## config.mk

```make
export PLATFORM = sky130hd
export DESIGN_NAME = spi_quirks
export DESIGN_NICKNAME = d
export VERILOG_FILES = /design/src/logic/spi_quirks_pkg.sv /design/src/logic/spi_quirks.sv /design/src/logic/spi_quirks_fifo.sv
export VERILOG_INCLUDE_DIRS = /design/src /design/src/logic
export SDC_FILE = /design/constraint.sdc
export NUM_CORES = 1
export LEC_CHECK = 0
export BUFFER_PORTS_ARGS = -buffer_cell sky130_fd_sc_hd__buf_2
export CAP_MARGIN = 30
export CORE_UTILIZATION = 60
export DETAILED_ROUTE_END_ITERATION = 10
export GPL_ROUTABILITY_DRIVEN = 0
export GPL_TIMING_DRIVEN = 0
export HOLD_SLACK_MARGIN = 0.1
export PLACE_DENSITY = 0.79
export SLEW_MARGIN = 20
export SYNTH_ARGS = -nofsm -noshare
export SYNTH_HDL_FRONTEND = slang
export SYNTH_SLANG_ARGS = --single-unit
```

## constraint.sdc

```tcl
create_clock -name clk -period 4.1 [get_ports clk]
set_input_delay 0.82 -clock clk [delete_from_list [all_inputs] [get_ports clk]]
set_output_delay 0.82 -clock clk [all_outputs]
set_load 0.02 [all_outputs]
```

## src/logic/spi_quirks_consts.svh

```systemverilog
// Constants of the quirky serial peripheral controller
// How it works
// - Hold plus divider 1, idle between same-slave words: transmit-ready stays low, no further word leaves the FIFO.
// - Fixed mode, hold, DMA: last-transfer flag at bit 24 releases select on transmitter empty.
// - Master mode: serial clock may toggle before first transfer if configured out of order.
// - Fixed mode DMA size always from chip select 0 word length; 10 bits means halfword.
// - Divider 1 with odd word length gives one extra serial clock pulse.
// - Disable command in slave mode has no effect.
`ifndef SPI_QUIRKS_CONSTS_SVH
`define SPI_QUIRKS_CONSTS_SVH
`define LAST_XFER_BIT   24
`define BITS_W          5
`define BITS_RESET      5'h08
`define DIV_RESET       8'h01
`define DMA_BYTE        2'h0
`define DMA_HALF        2'h1
`endif

```

## src/logic/spi_quirks_pkg.sv

```systemverilog
// Types of the quirky serial peripheral controller
package spi_quirks_pkg;
   typedef enum logic [1:0] {ST_IDLE, ST_SHIFT, ST_GAP} phase_t;
   typedef struct packed {
      logic        hold;
      logic        fixed;
      logic        master;
      logic [7:0]  div;
      logic [4:0]  bits0;
      logic [4:0]  bits_sel;
   } cfg_t;
endpackage

```

## src/logic/spi_quirks.sv

```systemverilog
// Serial peripheral controller with its documented deviations
`timescale 1ns/1ps
`include "spi_quirks_consts.svh"
module spi_quirks #(
   parameter int DEPTH = 8
) (
   input  wire logic                     clk,
   input  wire logic                     nrst,
   input  wire logic                     soft_reset,
   input  wire logic                     enable_cmd,
   input  wire logic                     disable_cmd,
   input  wire logic                     master_select_bit,
   input  wire logic                     fixed_mode,
   input  wire logic                     cs_hold_after_transfer,
   input  wire logic [7:0]               serial_clock_divider,
   input  wire logic                     cfg_write,
   input  wire logic                     cfg_write_cs0,
   input  wire logic [`BITS_W-1:0]       cfg_bits,
   input  wire logic                     tx_valid,
   output logic                          tx_ready,
   input  wire logic [`LAST_XFER_BIT:0]  transmit_data_register,
   output logic [1:0]                    dma_size,
   output logic                          enabled,
   output logic                          transmitter_empty_flag,
   output logic                          rx_valid,
   output logic [15:0]                   rx_data,
   input  wire logic                     rx_read,
   output logic                          serial_clock_pin,
   output logic                          mosi,
   input  wire logic                     miso,
   output logic                          cs_n
);
   typedef struct packed {
      spi_quirks_pkg::phase_t phase;
      spi_quirks_pkg::cfg_t   cfg;
      logic                   en;
      logic                   cfg_seen;
      logic [7:0]             divcnt;
      logic [4:0]             bitcnt;
      logic [15:0]            shreg;
      logic                   last;
      logic                   sck;
      logic                   extra;
      logic                   cs_n;
      logic                   stuck;
      logic [15:0]            rxd;
      logic                   rxv;
      logic [1:0]             miso_s;
   } top_state_t;
   top_state_t s, next_s;
   logic                     f_valid;
   logic                     f_pop;
   logic [`LAST_XFER_BIT:0]  f_data;
   logic                     f_in_ready;
   logic                     odd_quirk;

   // Words queue here so DMA can stream without waiting on the shifter
   spi_quirks_fifo #(.W(`LAST_XFER_BIT + 1), .D(DEPTH)) u_fifo (
      .clk       (clk),
      .nrst      (nrst),
      .in_valid  (tx_valid),
      .in_ready  (f_in_ready),
      .in_data   (transmit_data_register),
      .out_valid (f_valid),
      .out_ready (f_pop),
      .out_data  (f_data)
   );

   assign tx_ready = f_in_ready & ~s.stuck;
   assign odd_quirk = (s.cfg.div == 8'h01) & s.cfg_seen & s.cfg.bits_sel[0];
   assign f_pop = s.en & s.cfg.master & f_valid & (s.phase != spi_quirks_pkg::ST_SHIFT) & ~s.stuck;
   assign dma_size = (s.cfg.fixed ? s.cfg.bits0 : s.cfg.bits_sel) > 5'h08 ? `DMA_HALF : `DMA_BYTE;
   assign enabled = s.en;
   assign transmitter_empty_flag = ~f_valid & (s.phase != spi_quirks_pkg::ST_SHIFT);
   assign rx_valid = s.rxv;
   assign rx_data = s.rxd;
   assign serial_clock_pin = s.sck;
   assign mosi = s.shreg[15];
   assign cs_n = s.cs_n;

   always_comb begin
      next_s = s;
      next_s.miso_s = {s.miso_s[0], miso};
      next_s.cfg.master = master_select_bit;
      next_s.cfg.fixed = fixed_mode;
      next_s.cfg.hold = cs_hold_after_transfer;
      next_s.cfg.div = serial_clock_divider;
      if (rx_read)
         next_s.rxv = 1'b0;
      if (enable_cmd)
         next_s.en = 1'b1;
      if (disable_cmd && s.cfg.master)
         next_s.en = 1'b0;
      if (cfg_write) begin
         next_s.cfg.bits_sel = cfg_bits;
         if (cfg_write_cs0)
            next_s.cfg.bits0 = cfg_bits;
         // Written before master select: the clock line starts toggling freely
         next_s.cfg_seen = 1'b1;
         if (!master_select_bit)
            next_s.extra = 1'b1;
      end
      if (s.extra && s.phase == spi_quirks_pkg::ST_IDLE && s.cfg.master)
         next_s.sck = ~s.sck;
      case (s.phase)
         spi_quirks_pkg::ST_IDLE, spi_quirks_pkg::ST_GAP: begin
            if (f_pop) begin
               next_s.extra = 1'b0;
               next_s.sck = 1'b0;
               next_s.phase = spi_quirks_pkg::ST_SHIFT;
               next_s.shreg = f_data[15:0] << (5'h10 - s.cfg.bits_sel);
               next_s.last = f_data[`LAST_XFER_BIT];
               next_s.bitcnt = s.cfg.bits_sel + {4'h0, odd_quirk};
               next_s.divcnt = s.cfg.div;
               next_s.cs_n = 1'b0;
               // Same slave after idle at full speed: ready stays low until a reset
               if (s.phase == spi_quirks_pkg::ST_GAP && s.cfg.hold && s.cfg.div == 8'h01)
                  next_s.stuck = 1'b1;
            end else if (s.phase == spi_quirks_pkg::ST_GAP && s.last && s.cfg.fixed && s.cfg.hold) begin
               next_s.cs_n = 1'b1;
               next_s.phase = spi_quirks_pkg::ST_IDLE;
            end else if (s.phase == spi_quirks_pkg::ST_GAP && !s.cfg.hold) begin
               next_s.cs_n = 1'b1;
               next_s.phase = spi_quirks_pkg::ST_IDLE;
            end
         end
         spi_quirks_pkg::ST_SHIFT: begin
            if (s.divcnt > 8'h01)
               next_s.divcnt = s.divcnt - 8'h01;
            else begin
               next_s.divcnt = s.cfg.div;
               next_s.sck = ~s.sck;
               if (s.sck) begin
                  next_s.shreg = {s.shreg[14:0], s.miso_s[1]};
                  next_s.bitcnt = s.bitcnt - 5'h01;
                  if (s.bitcnt == 5'h01) begin
                     next_s.phase = spi_quirks_pkg::ST_GAP;
                     next_s.rxd = {s.shreg[14:0], s.miso_s[1]};
                     next_s.rxv = 1'b1;
                  end
               end
            end
         end
         default: next_s.phase = spi_quirks_pkg::ST_IDLE;
      endcase
   end

   always_ff @(posedge clk or negedge nrst) begin
      if (!nrst) begin
         s <= '0;
         s.cs_n <= 1'b1;
         s.cfg.bits0 <= `BITS_RESET;
         s.cfg.bits_sel <= `BITS_RESET;
         s.cfg.div <= `DIV_RESET;
      end else if (soft_reset) begin
         s <= '0;
         s.cs_n <= 1'b1;
         s.cfg.bits0 <= `BITS_RESET;
         s.cfg.bits_sel <= `BITS_RESET;
         s.cfg.div <= `DIV_RESET;
      end else
         s <= next_s;
   end

   AST_SLAVE_DISABLE: assert property (@(posedge clk) disable iff (!nrst)
      (s.en && !s.cfg.master && disable_cmd && !soft_reset) |=> s.en)
      else $error("Disable took effect in slave mode");
   AST_DMA_SIZE: assert property (@(posedge clk) disable iff (!nrst)
      (s.cfg.fixed && s.cfg.bits0 == 5'h0a) |-> dma_size == `DMA_HALF)
      else $error("Fixed mode size not from select 0");
   AST_STUCK: assert property (@(posedge clk) disable iff (!nrst)
      s.stuck |-> !tx_ready)
      else $error("Transmit ready rose while stuck");
   AST_LAST_CS: assert property (@(posedge clk) disable iff (!nrst || soft_reset)
      (s.phase == spi_quirks_pkg::ST_GAP && s.last && s.cfg.fixed && s.cfg.hold && !f_pop) |=> cs_n)
      else $error("Select not released after last transfer");
   AST_ODD: assert property (@(posedge clk) disable iff (!nrst || soft_reset)
      (f_pop && odd_quirk) |=> s.bitcnt == $past(s.cfg.bits_sel) + 5'h01)
      else $error("Missing extra clock pulse");
   AST_EARLY_SCK: assert property (@(posedge clk) disable iff (!nrst || soft_reset)
      (s.extra && s.phase == spi_quirks_pkg::ST_IDLE && s.cfg.master && !f_pop && !cfg_write)
      |=> serial_clock_pin != $past(serial_clock_pin))
      else $error("Early clock did not toggle");
   AST_SOFT_RESET: assert property (@(posedge clk) disable iff (!nrst)
      soft_reset |=> (!s.en && cs_n && !rx_valid))
      else $error("Software reset left state");
   AST_CS_SHIFT: assert property (@(posedge clk) disable iff (!nrst)
      (s.phase == spi_quirks_pkg::ST_SHIFT) |-> !cs_n)
      else $error("Select high during shift");
endmodule // spi_quirks

```

## src/logic/spi_quirks_fifo.sv

```systemverilog
// Word FIFO between the transmit write port and the shifter
`timescale 1ns/1ps
module spi_quirks_fifo #(
   parameter int W = 25,
   parameter int D = 8
) (
   input  wire logic         clk,
   input  wire logic         nrst,
   input  wire logic         in_valid,
   output logic              in_ready,
   input  wire logic [W-1:0] in_data,
   output logic              out_valid,
   input  wire logic         out_ready,
   output logic [W-1:0]      out_data
);
   localparam int AW = $clog2(D);
   typedef struct packed {
      logic [D-1:0][W-1:0] mem;
      logic [AW-1:0]       wr;
      logic [AW-1:0]       rd;
      logic [AW:0]         cnt;
   } fifo_state_t;
   fifo_state_t s, next_s;
   logic push, pop;
   assign in_ready  = (s.cnt != D[AW:0]);
   assign out_valid = (s.cnt != '0);
   assign out_data  = s.mem[s.rd];
   assign push = in_valid & in_ready;
   assign pop  = out_valid & out_ready;
   always_comb begin
      next_s = s;
      if (push) begin
         next_s.mem[s.wr] = in_data;
         next_s.wr = s.wr + 1'b1;
      end
      if (pop)
         next_s.rd = s.rd + 1'b1;
      next_s.cnt = s.cnt + {{AW{1'b0}}, push} - {{AW{1'b0}}, pop};
   end
   always_ff @(posedge clk or negedge nrst) begin
      if (!nrst)
         s <= '0;
      else
         s <= next_s;
   end
endmodule // spi_quirks_fifo

```

==> impl_metrics.env <==
export IMPL_status="finished, final reports clean"
export IMPL_syn_cell_area_sq_um=11000
export IMPL_crit_required_ns=4.54
export IMPL_rsz0062_at_grt="no"
export IMPL_htree_levels=1
export IMPL_grt_pass1_vias=7573
export IMPL_n_antenna_cell=0
export IMPL_crit_chain="inv_1, buf_1, ha_1, clkbuf_1, clkbuf_1, mux2_2, mux2i_1, a32oi_1, a31oi_1"
export IMPL_power_leakage_uw=0.00551
export IMPL_ys_seq_area_share_pct=51.0
export IMPL_cts_sinks=224
export IMPL_io_pins=76
export IMPL_max_stage_delay_ns=0.47
export IMPL_crit_buf_inv=4
export IMPL_slew_headroom_pct=32.8
export IMPL_tritoncts="done"
export IMPL_clk_pin_slew_ns=0.06
export IMPL_synth_ff_type="dfrtp_1"
export IMPL_grt_ovfl_total=0
export IMPL_vdd_drop_max_uv=499
export IMPL_hold_slack_ns=0.206
export IMPL_antenna_found_initial=1
export IMPL_wl_mm=24.8
export IMPL_async_flop_share_pct=100
export IMPL_synth_distinct_cells=73
export IMPL_pre_cts_ws_ns=0.784
export IMPL_numCtsBuffers=23
export IMPL_end_kind="flop"
export IMPL_grt_usage_pct=27.5
export IMPL_cap_viol_max_count=0
export IMPL_area_growth_pct=13.1
export IMPL_hp_class="input pin to asynchronous set/reset pin"
export IMPL_avgSynthCellArea_sq_um=12.4
export IMPL_start_util_pct=61.2
export IMPL_slew_viol_final=0
export IMPL_rr_worst_depth=9
export IMPL_row_count=49
export IMPL_clock_root_buffer="clkbuf_16"
export IMPL_synth_warnings=0
export IMPL_finalCritPeriodShare_pct=80.1
export IMPL_p_per_area_nw_per_um2=708
export IMPL_worst_path_stages=9
export IMPL_insertion_delay_ns=0.52
export IMPL_slowest_stage="clkbuf_1"
export IMPL_cp_top_family="buffers and inverters"
export IMPL_setup_tns_ns=0
export IMPL_cts_setup_buffers=0
export IMPL_antenna_left=0
export IMPL_finalClockSkew_ns=0.00794
export IMPL_synth_cells=887
export IMPL_critPathArrivalTime_ns=3.72
export IMPL_dr_pass1_iters=5
export IMPL_setup_viol=0
export IMPL_viasPerCell=6.15
export IMPL_layout_min_cycle_time_ns=3.28
export IMPL_drive_gt1_share_pct=33.0
export IMPL_syn_num_nets=953
export IMPL_post_dp_cell_area_sq_um=11700
export IMPL_worst_setup_path_type="flop to flop"
export IMPL_drcViolationCount=0
export IMPL_ys_ff_latch=224
export IMPL_wl_per_cell_microns=20.2
export IMPL_die_w_microns=137
export IMPL_crit_path_frequent_cell="clkbuf_1"
export IMPL_max_slew_worst_pin_slew_ns=1.00
export IMPL_fin_area_sq_um=12400
export IMPL_cts_hold_buf=0
export IMPL_path_max_fanout=10
export IMPL_vias=7546
export IMPL_start_kind="flop"
export IMPL_drtIter0Drc=704
export IMPL_design_die_area_sq_um=18900
export IMPL_postLayoutSetupSlackWorst_ns=0.815
export IMPL_dp_hpwl_mm=16.4
export IMPL_cts_resized=0
export IMPL_cts_buffer_depth=3
export IMPL_grt_pass1_wl_mm=39.8
export IMPL_fin_nets=1048
export IMPL_port_buffers=66
export IMPL_die_y_microns=137
export IMPL_hold_viol_final=0
export IMPL_synth_edf_count=0
export IMPL_grt_start_max_net_pins=100
export IMPL_core_area_sq_um=18000
export IMPL_clock_fmax_mhz=304
-- power breakdown --
group,switching (uW),internal [uW]
clock network,865,1220
logic,1640,1690
registers,400,2990
total,2900,5900
-- placed cells by master, fill, tap and decap left out, drive strengths merged, types with 10 or more instances in the layout --
cell type  instances
o21ai             30
nor3              12
mux2i             36
a221oi            10
mux2             144
mux4              32
nor2b             16
ha                14
nand2             48
a22o              17
nand3             16
inv               20
nor2              61
dfrtp            220
clkbuf            65
a21oi             35
buf              110
-- per-stage QoR --
stage	util [%]	std cells	power [uW]
finish	69.2	1227	8810
global route	69.2	1227	9270
CTS	69.2	1225	8810
detailed placement	65.0	1184	6690
global placement	64.6	1182	6550
floorplan	-	887	5810
-- synth_stat cells (all sizes together) (7+ instances only) --
cell / number / area (sq um)
nor3: 12 / 65.1
mux4: 32 / 721
mux2: 144 / 1620
a221oi: 10 / 93.8
o21ai: 30 / 150
mux2i: 36 / 360
nand3: 16 / 80.1
dfrtp: 220 / 5510
nor2: 61 / 229
xnor2: 7 / 61.3
a22oi: 7 / 52.6
inv: 19 / 71.3
nand2: 48 / 180
a21oi: 35 / 179
buf: 41 / 258
clkbuf: 27 / 101
ha: 14 / 175
a22o: 17 / 149
nor2b: 16 / 100
-- final timing paths --
| kind | endpoint | slack, ns | from |
|---|---|---|---|
| worst max-delay path | s[37] | 0.82 | s[55] |
| worst min-delay path | s[48] | 0.21 | nrst |
| worst max register to register | s[37] | 0.82 | s[55] |
| worst min register to register | enabled | 0.48 | s[73] |
| max in group asynchronous | u_fifo.s[67] | 2.71 | nrst |
| min in group clk | enabled | 0.48 | disable_cmd |
-- flip-flops by register name, summed over array words and instances, names as in the netlist --
register / flops
s: 56
serial_clock_pin: 1
cs_n: 1
rx_valid: 1
rx_data: 16
u_fifo.s: 146
next_s: 1
enabled: 1
mosi: 1
-- area by class of cell --
class | count | area [sq um]
Clock buffer | 37 | 688
Inverter | 19 | 71.3
Fill cell | 1282 | 5530
Clock inverter | 4 | 60.1
Multi-Input combinational cell | 576 | 4950
Tap cell | 229 | 287
Sequential cell | 224 | 5610
Timing Repair Buffer | 70 | 405
Buffer | 68 | 359
-- cell families after synthesis --
family / Yosys count / share of synthesized area, %
adder cells (fa/ha/maj): 15 / 1.78
flip-flops: 224 / 51.0
AND/OR/NAND/NOR: 193 / 8.80
other: 1 / 0.0341
buffers and inverters: 87 / 3.91
multiplexers: 212 / 24.6
XOR/XNOR: 13 / 1.04
AO/OA/AOI/OAI: 142 / 8.84
-- per-layer routing --
metal  global-route usage, %  wire, microns  vias up  share of wire (%)
li1                        -              -     3424                  -
met1                    37.1          10900     3849                 44
met2                    46.5          12200      219                 49
met3                    3.97           1080       52                4.3
met4                    7.69            563        2                2.3
met5                       0             10        -              0.040
Power figures use the tool's default switching activity.
